**src/verilog/ctsup_defs.vh**
```
// CT circuit supervision: register map, field positions, reset values, timing
// Assumes byte addresses on an 8-bit Avalon-MM address, one 32-bit word per register
`ifndef CTSUP_DEFS_VH
`define CTSUP_DEFS_VH

// Register byte offsets
`define CTSUP_CTRL_OFF      8'h00
`define CTSUP_STAT_OFF      8'h04
`define CTSUP_DMAG_OFF      8'h08
`define CTSUP_DANG_OFF      8'h0C
`define CTSUP_NANG_OFF      8'h10
`define CTSUP_TMR_OFF       8'h14
`define CTSUP_GRP0_OFF      8'h20
`define CTSUP_GRP1_OFF      8'h40

// Control fields
`define CTSUP_CTRL_GRP      0
`define CTSUP_CTRL_RSEL_LO  1
`define CTSUP_CTRL_RSEL_HI  2
`define CTSUP_CTRL_POL      3
`define CTSUP_CTRL_COMP     4

// Residual selector codes
`define CTSUP_RSEL_NONE     2'h0
`define CTSUP_RSEL_ONE      2'h1
`define CTSUP_RSEL_TWO      2'h2

// Setting slot index within a group
`define CTSUP_S_HIGH        3'h0
`define CTSUP_S_LOW         3'h1
`define CTSUP_S_MMR         3'h2
`define CTSUP_S_NPR         3'h3
`define CTSUP_S_SUMD        3'h4
`define CTSUP_S_DLY         3'h5
`define CTSUP_NSLOT         6

// Setting reset values (0.01 x In, 0.01 %, delay in ticks)
`define CTSUP_HIGH_DEF      20'h00078
`define CTSUP_LOW_DEF       20'h0000A
`define CTSUP_MMR_DEF       20'h003E8
`define CTSUP_NPR_DEF       20'h01324
`define CTSUP_SUMD_DEF      20'h0000A

// Timing: evaluation tick period and default alarm delay in ms
`define CTSUP_TICK_MS       5
`define CTSUP_DLY_DEF_MS    500
`define CTSUP_DLY_DEF       20'h00064 // 500 ms in 5 ms ticks

// Hysteresis percentages and ratio scale
`define CTSUP_REL_OVER      40'd97
`define CTSUP_REL_UNDER     40'd103
`define CTSUP_PCT           40'd100
`define CTSUP_RATIO_SCALE   32'd10000

`endif

```
**src/verilog/ctsup_top.v**
```verilog
// CT circuit supervision: limit checks, blocking, alarm delay, Avalon-MM registers
// Assumes magnitudes and phasors come from same-clock measurement logic with a refresh strobe
// Contract
// Comparisons release only past 97 % or 103 % of their threshold.
// One threshold for all currents; any one current exceeding it picks up (lower limit: code also needs one phase not above it).
// Any phase above the upper limit means primary fault; supervision stays inactive.
// Activation needs the lower phase limit condition on the phase currents.
// Activation needs min/max phase ratio below its setting, default 10.00 %.
// Activation needs negative/positive sequence ratio above its setting, default 49.00 %.
// With residual enabled, summed minus measured residual must exceed its limit.
// Alarm asserts after the settable delay, default 0.5 s, 5 ms steps.
// Blocking input is sampled at the start of every evaluation cycle.
// Pick-up while unblocked asserts start and begins delay timing.
// Pick-up while blocked asserts blocked and stops further processing.
// Blocking after start clears start and resets timing like a drop-out.
// Blocking source asserts at least 5 ms before the delay expires.
// Only definite, fixed delay; no inverse-time curves.
// Read-only residual magnitude and angle difference diagnostics.
// Read-only natural unbalance angle after compensation, 0.01 degree steps.
// Setting-group switch takes effect while running, without stopping.
// Alarm only when all enabled conditions hold for the whole delay.
// Residual selector: none, channel one or channel two; none disables it.
// Polarity setting adds or subtracts the residual channel.
// Measurements refresh every 5 ms and supervision evaluates each refresh.
// Any condition dropping before expiry clears the timer, no alarm.
// General reset clears timer and start, blocked and alarm outputs.
//
// The address map and the Avalon-MM interface to the registers were decided locally.
`timescale 1ns/100ps
`default_nettype none
`include "ctsup_defs.vh"

module ctsup_top (
	// Clock and reset
	input  wire        clk_in,
	input  wire        rst_in,
	input  wire        gen_reset_in,
	// Measurement refresh and magnitudes (0.01 x In)
	input  wire        meas_valid_in,
	input  wire [15:0] phase_a_fundamental_in,
	input  wire [15:0] phase_b_fundamental_in,
	input  wire [15:0] phase_c_fundamental_in,
	input  wire [15:0] pos_seq_in,
	input  wire [15:0] neg_seq_in,
	// Phasors: phase sum and residual channels, signed 0.01 x In
	input  wire [15:0] sum_re_in,
	input  wire [15:0] sum_im_in,
	input  wire [15:0] residual_channel_one_re_in,
	input  wire [15:0] residual_channel_one_im_in,
	input  wire [15:0] residual_channel_two_re_in,
	input  wire [15:0] residual_channel_two_im_in,
	// Angles, signed 0.01 degree
	input  wire [15:0] sum_ang_in,
	input  wire [15:0] res_ang_in,
	// Blocking matrix
	input  wire        block_in,
	// Function outputs
	output reg         start_out,
	output reg         blocked_out,
	output wire        alarm_out,
	// Avalon-MM slave
	input  wire [7:0]  avs_address_in,
	input  wire        avs_read_in,
	input  wire        avs_write_in,
	input  wire [31:0] avs_writedata_in,
	input  wire [3:0]  avs_byteenable_in,
	output reg  [31:0] avs_readdata_out,
	output wire        avs_waitrequest_out
);
	// Byte-lane merge of a write into an old value
	function [31:0] be_merge;
		input [31:0] old_v;
		input [31:0] new_v;
		input [3:0]  be;
		integer i;
		begin
			for (i = 0; i < 4; i = i + 1)
				be_merge[i*8 +: 8] = be[i] ? new_v[i*8 +: 8] : old_v[i*8 +: 8];
		end
	endfunction

	// Absolute value of a signed 17-bit quantity
	function [16:0] abs17;
		input [16:0] v;
		begin
			abs17 = v[16] ? (17'h00000 - v) : v;
		end
	endfunction

	// Reset value of a setting slot
	function [19:0] def_val;
		input [2:0] s;
		begin
			case (s)
				`CTSUP_S_HIGH: def_val = `CTSUP_HIGH_DEF;
				`CTSUP_S_LOW:  def_val = `CTSUP_LOW_DEF;
				`CTSUP_S_MMR:  def_val = `CTSUP_MMR_DEF;
				`CTSUP_S_NPR:  def_val = `CTSUP_NPR_DEF;
				`CTSUP_S_SUMD: def_val = `CTSUP_SUMD_DEF;
				default:       def_val = `CTSUP_DLY_DEF;
			endcase
		end
	endfunction

	// Registers
	reg  [19:0] set_r [0:11];
	reg         grp_r;
	reg  [1:0]  rsel_r;
	reg         pol_r;
	reg  [16:0] off_re_r;
	reg  [16:0] off_im_r;
	reg  [16:0] nat_ang_r;
	reg  [16:0] dmag_r;
	reg  [16:0] dang_r;
	reg         blk_smp_r;
	reg         eval_d_r;
	reg         ack_r;
	integer     k;

	wire        req;
	wire        do_wr;
	wire        set_hit;
	wire [3:0]  set_idx;
	wire [19:0] cnt;
	wire        done;
	wire [31:0] wr_merge;

	// Active settings follow the selected group at every evaluation
	wire [3:0]  gb;
	assign gb = grp_r ? 4'h6 : 4'h0;
	wire [19:0] s_high;
	wire [19:0] s_low;
	wire [19:0] s_mmr;
	wire [19:0] s_npr;
	wire [19:0] s_sumd;
	wire [19:0] s_dly;
	assign s_high = set_r[gb + 4'h0];
	assign s_low  = set_r[gb + 4'h1];
	assign s_mmr  = set_r[gb + 4'h2];
	assign s_npr  = set_r[gb + 4'h3];
	assign s_sumd = set_r[gb + 4'h4];
	assign s_dly  = set_r[gb + 4'h5];

	// Min and max of the phase magnitudes
	wire [15:0] ia;
	wire [15:0] ib;
	wire [15:0] ic;
	wire [15:0] mx_ab;
	wire [15:0] mn_ab;
	wire [15:0] i_max;
	wire [15:0] i_min;
	assign ia    = phase_a_fundamental_in;
	assign ib    = phase_b_fundamental_in;
	assign ic    = phase_c_fundamental_in;
	assign mx_ab = (ia > ib) ? ia : ib;
	assign mn_ab = (ia < ib) ? ia : ib;
	assign i_max = (mx_ab > ic) ? mx_ab : ic;
	assign i_min = (mn_ab < ic) ? mn_ab : ic;

	// Residual channel selection and polarity
	wire        res_en;
	wire [15:0] r_re;
	wire [15:0] r_im;
	wire [16:0] raw_re;
	wire [16:0] raw_im;
	wire [16:0] d_re;
	wire [16:0] d_im;
	wire [16:0] a_re;
	wire [16:0] a_im;
	wire [16:0] d_big;
	wire [16:0] d_sml;
	assign res_en = (rsel_r == `CTSUP_RSEL_ONE) || (rsel_r == `CTSUP_RSEL_TWO);
	assign r_re = (rsel_r == `CTSUP_RSEL_TWO) ? residual_channel_two_re_in
	                                          : residual_channel_one_re_in;
	assign r_im = (rsel_r == `CTSUP_RSEL_TWO) ? residual_channel_two_im_in
	                                          : residual_channel_one_im_in;
	assign raw_re = pol_r ? ({sum_re_in[15], sum_re_in} - {r_re[15], r_re})
	                      : ({sum_re_in[15], sum_re_in} + {r_re[15], r_re});
	assign raw_im = pol_r ? ({sum_im_in[15], sum_im_in} - {r_im[15], r_im})
	                      : ({sum_im_in[15], sum_im_in} + {r_im[15], r_im});
	// Natural unbalance removed by the captured offset
	assign d_re  = raw_re - off_re_r;
	assign d_im  = raw_im - off_im_r;
	assign a_re  = abs17(d_re);
	assign a_im  = abs17(d_im);
	assign d_big = (a_re > a_im) ? a_re : a_im;
	assign d_sml = (a_re > a_im) ? a_im : a_re;

	// Angle difference between summed phases and residual
	wire [16:0] ang_diff;
	assign ang_diff = {sum_ang_in[15], sum_ang_in} - {res_ang_in[15], res_ang_in};

	// Hysteresis comparators, all updated on the refresh strobe
	wire [2:0] hi_act;
	wire [2:0] lo_act;
	wire       mmr_act;
	wire       npr_act;
	wire       sum_act;
	wire [15:0] ph [0:2];
	assign ph[0] = ia;
	assign ph[1] = ib;
	assign ph[2] = ic;

	genvar g;
	generate
		for (g = 0; g < 3; g = g + 1) begin : g_ph
			// Phase above upper limit
			ctsup_hyst u_hi (
				.clk_in   (clk_in),
				.rst_in   (rst_in),
				.clr_in   (1'b0),
				.eval_in  (meas_valid_in),
				.under_in (1'b0),
				.meas_in  ({16'h0000, ph[g]}),
				.thr_in   ({12'h000, s_high}),
				.act_out  (hi_act[g])
			);
			// Phase above lower limit
			ctsup_hyst u_lo (
				.clk_in   (clk_in),
				.rst_in   (rst_in),
				.clr_in   (1'b0),
				.eval_in  (meas_valid_in),
				.under_in (1'b0),
				.meas_in  ({16'h0000, ph[g]}),
				.thr_in   ({12'h000, s_low}),
				.act_out  (lo_act[g])
			);
		end
	endgenerate

	// Min/max ratio below setting: min*10000 < ratio*max
	ctsup_hyst u_mmr (
		.clk_in   (clk_in),
		.rst_in   (rst_in),
		.clr_in   (1'b0),
		.eval_in  (meas_valid_in),
		.under_in (1'b1),
		.meas_in  ({16'h0000, i_min} * `CTSUP_RATIO_SCALE),
		.thr_in   ({16'h0000, i_max} * {12'h000, s_mmr}),
		.act_out  (mmr_act)
	);

	// Negative/positive sequence ratio above setting
	ctsup_hyst u_npr (
		.clk_in   (clk_in),
		.rst_in   (rst_in),
		.clr_in   (1'b0),
		.eval_in  (meas_valid_in),
		.under_in (1'b0),
		.meas_in  ({16'h0000, neg_seq_in} * `CTSUP_RATIO_SCALE),
		.thr_in   ({16'h0000, pos_seq_in} * {12'h000, s_npr}),
		.act_out  (npr_act)
	);

	// Residual difference above limit, held clear while disabled
	ctsup_hyst u_sum (
		.clk_in   (clk_in),
		.rst_in   (rst_in),
		.clr_in   (~res_en),
		.eval_in  (meas_valid_in),
		.under_in (1'b0),
		.meas_in  ({15'h0000, d_big + {1'b0, d_sml[16:1]}}),
		.thr_in   ({12'h000, s_sumd}),
		.act_out  (sum_act)
	);

	// All enabled conditions together form pick-up
	wire fault_hi;
	wire low_ok;
	wire pickup;
	assign fault_hi = |hi_act;
	assign low_ok   = (|lo_act) && !(&lo_act);
	assign pickup   = !fault_hi && low_ok && mmr_act && npr_act &&
	                  (sum_act || !res_en);

	// Blocking sampled with each refresh, used one cycle later
	always @(posedge clk_in) begin
		if (rst_in) begin
			blk_smp_r <= 1'b0;
			eval_d_r  <= 1'b0;
		end else begin
			eval_d_r <= meas_valid_in;
			if (meas_valid_in)
				blk_smp_r <= block_in;
		end
	end

	// Start and blocked decided after comparators settle
	always @(posedge clk_in) begin
		if (rst_in || gen_reset_in) begin
			start_out   <= 1'b0;
			blocked_out <= 1'b0;
		end else if (eval_d_r) begin
			start_out   <= pickup && !blk_smp_r;
			blocked_out <= pickup && blk_smp_r;
		end
	end

	// Alarm delay runs only while start holds
	ctsup_dly u_dly (
		.clk_in   (clk_in),
		.rst_in   (rst_in),
		.clr_in   (gen_reset_in),
		.tick_in  (eval_d_r),
		.run_in   (pickup && !blk_smp_r),
		.dly_in   (s_dly),
		.cnt_out  (cnt),
		.done_out (done)
	);
	assign alarm_out = done;

	// Bus handshake: one wait state per access
	assign req     = avs_read_in || avs_write_in;
	assign avs_waitrequest_out = req && !ack_r;
	assign do_wr   = avs_write_in && ack_r;
	assign set_hit = (avs_address_in[7:5] == 3'h1 || avs_address_in[7:5] == 3'h2) &&
	                 (avs_address_in[4:2] < 3'h6) && (avs_address_in[1:0] == 2'h0);
	assign set_idx = (avs_address_in[7:5] == 3'h2 ? 4'h6 : 4'h0) + {1'b0, avs_address_in[4:2]};
	// Setting write merged by byte lanes; only the low 20 bits are stored
	assign wr_merge = be_merge({12'h000, set_r[set_idx]}, avs_writedata_in,
	                           avs_byteenable_in);

	// Configuration writes and diagnostics capture
	always @(posedge clk_in) begin
		if (rst_in) begin
			ack_r     <= 1'b0;
			grp_r     <= 1'b0;
			rsel_r    <= `CTSUP_RSEL_NONE;
			pol_r     <= 1'b0;
			off_re_r  <= 17'h00000;
			off_im_r  <= 17'h00000;
			nat_ang_r <= 17'h00000;
			dmag_r    <= 17'h00000;
			dang_r    <= 17'h00000;
			for (k = 0; k < `CTSUP_NSLOT; k = k + 1) begin
				set_r[k]                <= def_val(k[2:0]);
				set_r[k + `CTSUP_NSLOT] <= def_val(k[2:0]);
			end
		end else begin
			ack_r <= req && !ack_r;
			if (meas_valid_in) begin
				dmag_r <= d_big + {1'b0, d_sml[16:1]};
				dang_r <= ang_diff - nat_ang_r;
			end
			if (do_wr && avs_address_in == `CTSUP_CTRL_OFF && avs_byteenable_in[0]) begin
				grp_r  <= avs_writedata_in[`CTSUP_CTRL_GRP];
				rsel_r <= avs_writedata_in[`CTSUP_CTRL_RSEL_HI:`CTSUP_CTRL_RSEL_LO];
				pol_r  <= avs_writedata_in[`CTSUP_CTRL_POL];
				if (avs_writedata_in[`CTSUP_CTRL_COMP]) begin
					off_re_r  <= raw_re;
					off_im_r  <= raw_im;
					nat_ang_r <= ang_diff;
				end
			end
			if (do_wr && set_hit)
				set_r[set_idx] <= wr_merge[19:0];
		end
	end

	// Read data loaded while waitrequest is high, stable when it drops
	always @(posedge clk_in) begin
		if (rst_in) begin
			avs_readdata_out <= 32'h00000000;
		end else if (avs_read_in && !ack_r) begin
			if (set_hit)
				avs_readdata_out <= {12'h000, set_r[set_idx]};
			else begin
				case (avs_address_in)
					`CTSUP_CTRL_OFF: avs_readdata_out <= {28'h0000000, pol_r, rsel_r, grp_r};
					`CTSUP_STAT_OFF: avs_readdata_out <= {25'h0000000, blk_smp_r, res_en,
					                  fault_hi, pickup, done, blocked_out, start_out};
					`CTSUP_DMAG_OFF: avs_readdata_out <= {15'h0000, dmag_r};
					`CTSUP_DANG_OFF: avs_readdata_out <= {{15{dang_r[16]}}, dang_r};
					`CTSUP_NANG_OFF: avs_readdata_out <= {{15{nat_ang_r[16]}}, nat_ang_r};
					`CTSUP_TMR_OFF:  avs_readdata_out <= {12'h000, cnt};
					default:         avs_readdata_out <= 32'h00000000;
				endcase
			end
		end
	end
endmodule // ctsup_top
`default_nettype wire

```
**src/verilog/ctsup_hyst.v**
```verilog
// Threshold comparator with built-in release hysteresis
// Assumes eval_in is a one-cycle strobe on the same clock as the inputs
`timescale 1ns/100ps
`default_nettype none
`include "ctsup_defs.vh"

module ctsup_hyst (
	// Clock and reset
	input  wire        clk_in,
	input  wire        rst_in,
	input  wire        clr_in,
	// Evaluation
	input  wire        eval_in,
	input  wire        under_in,
	input  wire [31:0] meas_in,
	input  wire [31:0] thr_in,
	// Result
	output reg         act_out
);
	wire [39:0] meas_w;
	wire [39:0] thr_w;
	assign meas_w = {8'h00, meas_in} * `CTSUP_PCT;
	assign thr_w  = {8'h00, thr_in};

	// Pick-up on crossing, release only past 97 % or 103 % of threshold
	always @(posedge clk_in) begin
		if (rst_in || clr_in) begin
			act_out <= 1'b0;
		end else if (eval_in) begin
			if (!under_in) begin
				if (meas_in > thr_in)
					act_out <= 1'b1;
				else if (meas_w < thr_w * `CTSUP_REL_OVER)
					act_out <= 1'b0;
			end else begin
				if (meas_in < thr_in)
					act_out <= 1'b1;
				else if (meas_w > thr_w * `CTSUP_REL_UNDER)
					act_out <= 1'b0;
			end
		end
	end
endmodule // ctsup_hyst
`default_nettype wire

```
**src/verilog/ctsup_dly.v**
```verilog
// Definite-time alarm delay counted in evaluation ticks
// Assumes tick_in is a one-cycle strobe, one per measurement refresh
`timescale 1ns/100ps
`default_nettype none

module ctsup_dly (
	// Clock and reset
	input  wire        clk_in,
	input  wire        rst_in,
	input  wire        clr_in,
	// Timing control
	input  wire        tick_in,
	input  wire        run_in,
	input  wire [19:0] dly_in,
	// Status
	output reg  [19:0] cnt_out,
	output reg         done_out
);
	// Fixed delay only; any drop of run restarts from zero
	always @(posedge clk_in) begin
		if (rst_in || clr_in) begin
			cnt_out  <= 20'h00000;
			done_out <= 1'b0;
		end else if (tick_in) begin
			if (!run_in) begin
				cnt_out  <= 20'h00000;
				done_out <= 1'b0;
			end else if (cnt_out >= dly_in) begin
				done_out <= 1'b1;
			end else begin
				cnt_out <= cnt_out + 20'h00001;
				if (cnt_out + 20'h00001 >= dly_in)
					done_out <= 1'b1;
			end
		end
	end
endmodule // ctsup_dly
`default_nettype wire

```
**config.mk**
```make
export PLATFORM = sky130hd
export DESIGN_NAME = ctsup_top
export DESIGN_NICKNAME = d
export VERILOG_FILES = /design/src/verilog/ctsup_top.v /design/src/verilog/ctsup_hyst.v /design/src/verilog/ctsup_dly.v
export VERILOG_INCLUDE_DIRS = /design/src /design/src/verilog
export SDC_FILE = /design/constraint.sdc
export NUM_CORES = 2
export LEC_CHECK = 0
export ABC_CLOCK_PERIOD_IN_PS = 17650
export BUFFER_PORTS_ARGS = -buffer_cell sky130_fd_sc_hd__buf_4
export CAP_MARGIN = 20
export CORE_ASPECT_RATIO = 0.75
export CORE_UTILIZATION = 50
export DETAILED_ROUTE_END_ITERATION = 6
export PLACE_DENSITY = 0.66
export REMOVE_ABC_BUFFERS = 1
export SYNTH_ARGS = -nofsm -noshare
export SYNTH_HDL_FRONTEND = slang
export SYNTH_SLANG_ARGS = --single-unit
```
**constraint.sdc**
```tcl
create_clock -name clk_in -period 17.65 [get_ports clk_in]
set_input_delay 0 -clock clk_in [delete_from_list [all_inputs] [get_ports clk_in]]
set_output_delay 0 -clock clk_in [all_outputs]
set_load 0.05 [all_outputs]
```
# ---- Word-level counts from Yosys, hierarchy flattened
# Memory sizes are Yosys's and may differ from the RTL's.
# Cells that the tools add are included.
dict set report totals {
  reg_bits 156
  latch_bits 0
  mem_bits_rw 240
  rom_bits 0
  in_bits 259
  out_inout_bits 36
  n_memories 1
}
# name depth width read_ports rd_clocked_by_memory_dff wr line
set mem_list {}
lappend mem_list {set_r 12 20 7 0 12 ctsup_top.v:106} ;# reg [19:0] set_r [0:11];
dict set report classes {
  add_sub_neg 18
  mul 15
  n_div 0
  order_cmp 26
  n_eq_ne 11
  n_shift 0
  muxes 55
  bitwise 1
  n_reduce_logical 53
}
# cell count
set ops {}
lappend ops {{39-bit by 40-bit less-than comparator with 1-bit output} 8}
lappend ops {{32-bit one-hot mux with 6 select lines} 1}
lappend ops {{20-bit two-way mux} 8}
lappend ops {{16-bit by 20-bit greater-than comparator with 1-bit output} 6}
lappend ops {{17-bit two-way mux} 6}
lappend ops {{16-bit two-way mux} 6}
lappend ops {{20-bit by 7-bit multiplier with 27-bit output, second input constant} 3}
lappend ops {{32-bit by 7-bit multiplier with 39-bit output, second input constant} 2}
lappend ops {{16-bit by 20-bit multiplier with 32-bit output} 2}
lappend ops {{16-bit by 5-bit multiplier with 21-bit output, second input constant} 3}
lappend ops {{26-bit by 5-bit multiplier with 31-bit output, second input constant} 2}
lappend ops {{16-bit by 10-bit multiplier with 26-bit output, second input constant} 2}
lappend ops {{16-bit by 16-bit subtractor with 17-bit output} 3}
lappend ops {{17-bit subtractor} 3}
lappend ops {{20-bit >= comparator} 2}
lappend ops {{39-bit by 40-bit greater-than comparator with 1-bit output} 1}
lappend ops {{16-bit by 16-bit adder with 17-bit output} 2}
lappend ops {{1-bit by 17-bit subtractor with 17-bit output, first input constant} 2}
lappend ops {{16-bit greater-than comparator} 2}
lappend ops {{30-bit by 32-bit greater-than comparator with 1-bit output} 1}
lappend ops {{16-bit less-than comparator} 2}
lappend ops {{30-bit by 32-bit less-than comparator with 1-bit output} 1}
lappend ops {{32-bit two-way mux} 1}
lappend ops {{1-bit two-way mux} 27}
lappend ops {{33 further kinds} 83}

# ---- Longest topological paths before layout
dict set report logic_depth {
  word_depth 14
  mapped_depth 74
  depth_no_buf 71
}

# ---- By module
# Synthesis repeated with hierarchy kept, for this count alone.
dict set report unflattened {
  cells_unflattened 21573
  hier_area_um2 181449.0
}
# mod instances cells_per_inst area_per_inst_um2 seq_area_each_um2
set by_module_without_submodules {}
lappend by_module_without_submodules {{ctsup_hyst (g_ph[0].u_hi ...)} 6 1744 14008.4 20.0}
lappend by_module_without_submodules {ctsup_top 1 5650 53681.5 11911.4}
lappend by_module_without_submodules {{ctsup_hyst (u_npr)} 1 1739 13897.1 20.0}
lappend by_module_without_submodules {{ctsup_hyst (u_sum)} 1 1729 13847.0 20.0}
lappend by_module_without_submodules {{ctsup_hyst (u_mmr)} 1 1708 13763.2 20.0}
lappend by_module_without_submodules {ctsup_dly 1 283 2209.6 420.4}

# ---- Worst setup path after synthesis
# No wires, ideal clock.
dict set report synth_timing {
  path_kind {input port to flip-flop}
  from {in phase_b_fundamental_in[9]}
  to {reg u_mmr.act_out}
  arrival_time_ns 15.178
  path_slack_ns 2.333
  path_stages 67
  cell_sequence {inv_1 > ha_1 > and4_1 > nand4_1 > or4_1 > a21oi_1 > a211oi_2 > nor2_4 > clkbuf_1 > o21ai_0 > ha_1 > nand4_1 > or2_2 > or4_1 > o21ai_0 > clkbuf_1 > clkbuf_1 > nand2_1 > [31 not listed] > and3_1 > a221oi_1 > o21ai_0 > a21oi_1 > o21bai_1 > a21o_1 > nand3_1 > nand2_1 > xnor2_1 > ha_1 > nand4_1 > nor2_1 > nand3_1 > or3_1 > o21ai_0 > o211ai_1 > o41ai_1 > o211ai_1}
}
dict set report synth_via {
  elab_chain_cells 9
  word_cells_on_any_way 17
  classes_between {mul (4); order compare (6); mux (5); reduce/logical (2)}
}
# element line
set synth_rtl {}
lappend synth_rtl {{start: declaration} ctsup_top.v:41} ;# input wire [15:0] phase_b_fundamental_in,
lappend synth_rtl {{16-bit greater-than comparator / 16-bit less-than comparator (equally long branches)} {ctsup_top.v:155, ctsup_top.v:156}}
lappend synth_rtl {{16-bit two-way mux, on equally long branches} {ctsup_top.v:155, ctsup_top.v:156}}
lappend synth_rtl {{16-bit greater-than comparator / 16-bit less-than comparator (equally long branches)} {ctsup_top.v:157, ctsup_top.v:158}}
lappend synth_rtl {{16-bit two-way mux, on equally long branches} {ctsup_top.v:157, ctsup_top.v:158}}
lappend synth_rtl {{16-bit by 20-bit multiplier with 32-bit output / 16-bit by 10-bit multiplier with 26-bit output (equally long branches)} n/a}
lappend synth_rtl {{32-bit by 7-bit multiplier with 39-bit output (no line) / 26-bit by 5-bit multiplier with 31-bit output (equally long branches)} n/a}
lappend synth_rtl {{39-bit by 40-bit greater-than comparator with 1-bit output (no line)} n/a}
lappend synth_rtl {{2-bit nonzero test (no line)} n/a}
lappend synth_rtl {{2-bit AND reduction (no line)} n/a}
lappend synth_rtl {{end signal: assignment} ctsup_hyst.v:28} ;# act_out <= 1'b0;
lappend synth_rtl {{end signal: assignment} ctsup_hyst.v:32} ;# act_out <= 1'b1;
lappend synth_rtl {{end signal: assignment} ctsup_hyst.v:34} ;# act_out <= 1'b0;
lappend synth_rtl {{end: declaration} ctsup_hyst.v:18} ;# output reg act_out
# Parallel ways exist; a longest one is shown, timed or not.
# A chain may end at the register's enable or synchronous reset.

# ---- Final worst setup path
dict set report layout_timing {
  from {in phase_b_fundamental_in[15]}
  to {reg u_mmr.act_out}
}
# Same word-level chain as after synthesis.

==> results.sh <==
export IMPL_arrival_ns=17.46
export IMPL_dr_pass1_iters=7
export IMPL_fin_crit_sh_pct=95.99
export IMPL_totalWireLength_mm=270.6
export IMPL_synth_top_area_share_pct=24.76
export IMPL_worst_pin_slew_ns=1.208
export IMPL_min_period_ns=16.94
export IMPL_grt_max_degree=69
export IMPL_avgSynthCellArea_um2=8.984
export IMPL_clk_pin_slew_ns=0.06
export IMPL_areaGrowthSynthToFinish_pct=8.942
export IMPL_grt_pass1_wl_mm=417.0
export IMPL_gp_congestion=0.9926
export IMPL_numCtsBuffers=46
export IMPL_fmax_mhz=59.03
export IMPL_wire_per_inst_um=21.34
export IMPL_cpMaxStageDelayCell="o21ai_0"
export IMPL_ios=295
export IMPL_drive_gt1_share_pct=7.608
export IMPL_placed_cells=12470
export IMPL_maxSlewHeadroom_pct=18.63
export IMPL_clock_skew_ns=0.06938
export IMPL_io_buffers=281
export IMPL_nets=13100
export IMPL_dr_total_vias=72510
export IMPL_rows=133
export IMPL_yosysSeqAreaShare_pct=14.00
export IMPL_postCtsSetupBuffers=0
export IMPL_maxCapViolations=0
export IMPL_layout_setup_ws_ns=0.7086
export IMPL_crit_type="primary input to flip-flop"
export IMPL_drtIter0Drc=6429
export IMPL_core_mm2=0.1764
export IMPL_post_synth_instance_area_mm2=0.08940
export IMPL_synth_cell_type_count=95
export IMPL_cts_root_buf="clkbuf_16"
export IMPL_cts_buffer_depth=3
export IMPL_synth_area_leaders="ha_1 25%, fa_1 18%, edfxtp_1 11%"
export IMPL_start_util_pct=50.68
export IMPL_pre_cts_ws_ns=0.6798
export IMPL_fin_util_pct=55.21
export IMPL_synth_seq_cells=465
export IMPL_setup_worst_path_start_class="primary input"
export IMPL_slowest_delay_ns=0.73
export IMPL_ys_async_sr_fraction_pct=0
export IMPL_synthCells=9951
export IMPL_overflow=0
export IMPL_antenna_found_initial=10
export IMPL_rsz0062_at_grt="no"
export IMPL_dieArea_mm2=0.1805
export IMPL_cts_tree="built"
export IMPL_required_ns=18.17
export IMPL_clock_sinks=465
export IMPL_violations="DRC"
export IMPL_route_detailed_drc=4
export IMPL_die_w_um=490.3
export IMPL_antenna_left=0
export IMPL_layout_cells_non_filler=12680
export IMPL_final_hold_viol_count=0
export IMPL_ys_warn_count=0
export IMPL_insertion_delay_ns=0.67
export IMPL_yosys_area_top_type="ha_1"
export IMPL_grt_total_usage_pct=29.73
export IMPL_ctsHtreeMaxLevel=2
export IMPL_synth_ff_type="edfxtp_1"
export IMPL_fp_dieH_um=368.2
export IMPL_min_path_type="primary input to flip-flop"
export IMPL_critPathCaptureType="flip-flop"
export IMPL_viasPerCell=5.718
export IMPL_holdWs_ns=0.004948
export IMPL_slew_viol_final=0
export IMPL_hpwl_mm=224.3
export IMPL_worst_path_max_fanout=26
export IMPL_grt_pass1_vias=70830
export IMPL_synth_edf_count=320
export IMPL_cp_common_cell="inv_1"
export IMPL_setup_viol=0
export IMPL_status="finished with violations"
metrics by stage:
step	setup TNS (ns)	instance area (um2)
floorplan	-0.6382	88370
global placement	0	94530
detailed placement	0	94550
CTS	0	97120
global route	0	97390
finish	0	97390
flip-flops by register name (all words and copies together) (netlist names), 2 cells and up:
register and flops:
avs_readdata_out 21, dang_r 17, dmag_r 17, g_ph.u_hi.act_out 3, g_ph.u_lo.act_out 3, nat_ang_r 17, off_im_r 17, off_re_r 17
rsel_r 2, set_r 320, u_dly.cnt_out 20
routing by layer:
layer,routed length (um),track usage [%],vias up
li1,-,-,34300
met1,125100,44.15,34980
met2,108200,42.34,2923
met3,31660,8.663,306
met4,5698,5.927,6
met5,61,0,-
final timing paths:
kind                                                  from             to  slack (ns)  depth (start not counted)
worst min-delay path                         meas_valid_in  u_mmr.act_out       0.005                          6
worst max-delay path            phase_b_fundamental_in[15]  u_mmr.act_out        0.71                         67
worst max register to register                   rsel_r[0]  u_sum.act_out        1.67                         69
worst min register to register                 off_re_r[9]    off_re_r[9]        0.45                          2
timing repair:
action	4_1_cts	5_1_grt
endpoints found under the setup margin	0	2
hold buffers	104	12
hold endpoints to repair	189	48
resized for setup	0	8
cell usage in the layout (no fill, tap or decap), drive strengths merged, types with 16 or more instances in the layout:
master	instances
a21o	247
mux4	100
ha	1769
a21oi	450
nor4	23
nand2	869
nor3	127
nand4	82
nand3	114
a31oi	59
o21ai	301
xnor2	285
and3	65
dlygate4sd3	116
o21a	118
a21boi	33
xor2	206
or3	34
nand2b	88
o31ai	38
and2	146
fa	795
o41ai	19
mux2i	195
a22oi	24
clkbuf	60
edfxtp	320
dfxtp	145
nor2	689
mux2	84
o2111ai	16
o211ai	32
a211oi	61
inv	1767
o21bai	33
nor2b	81
buf	420
or2	36
cell usage after synthesis (88+ instances only):
| master | n |
|---|---|
| a21o_1 | 247 |
| ha_1 | 1769 |
| mux2i_1 | 194 |
| o21ai_0 | 294 |
| xor2_1 | 206 |
| nand2b_1 | 88 |
| nand3_1 | 114 |
| fa_1 | 795 |
| xnor2_1 | 283 |
| o21a_1 | 118 |
| clkbuf_1 | 201 |
| mux4_2 | 100 |
| inv_1 | 1761 |
| nor3_1 | 125 |
| nor2_1 | 688 |
| and2_1 | 145 |
| dfxtp_1 | 145 |
| a21oi_1 | 446 |
| edfxtp_1 | 320 |
| nand2_1 | 869 |
cell families after synthesis:
kind of cell             synth area share [%]
AO/OA/AOI/OAI                           11.90
XOR/XNOR                                4.893
adder cells (fa/ha/maj)                 42.56
buffers and inverters                   8.547
flip-flops                              14.00
multiplexers                            5.765
AND/OR/NAND/NOR                         12.34
area by class of cell:
type	count	area, um2
fill	15900	79000
clock inverter	26	257.7
clock buffer	60	1265
multi-input combinational	7470	69440
antenna	2	5.005
inverter	1761	6610
tap	2362	2955
sequential	465	12520
timing repair buffer	536	4342
critical path: cells and delay by family:
kind / cells / cell delay (ns)
xor gates and xnor gates: 2 / 0.37
buffers and inverters: 14 / 2.00
AOI/OAI and AO/OA: 21 / 5.67
adders and majority gates: 15 / 6.36
and+or+nand+nor: 15 / 3.07
Power is not shown: default switching activity piles up to over one toggle a cycle in this logic, so the estimate is an artifact.
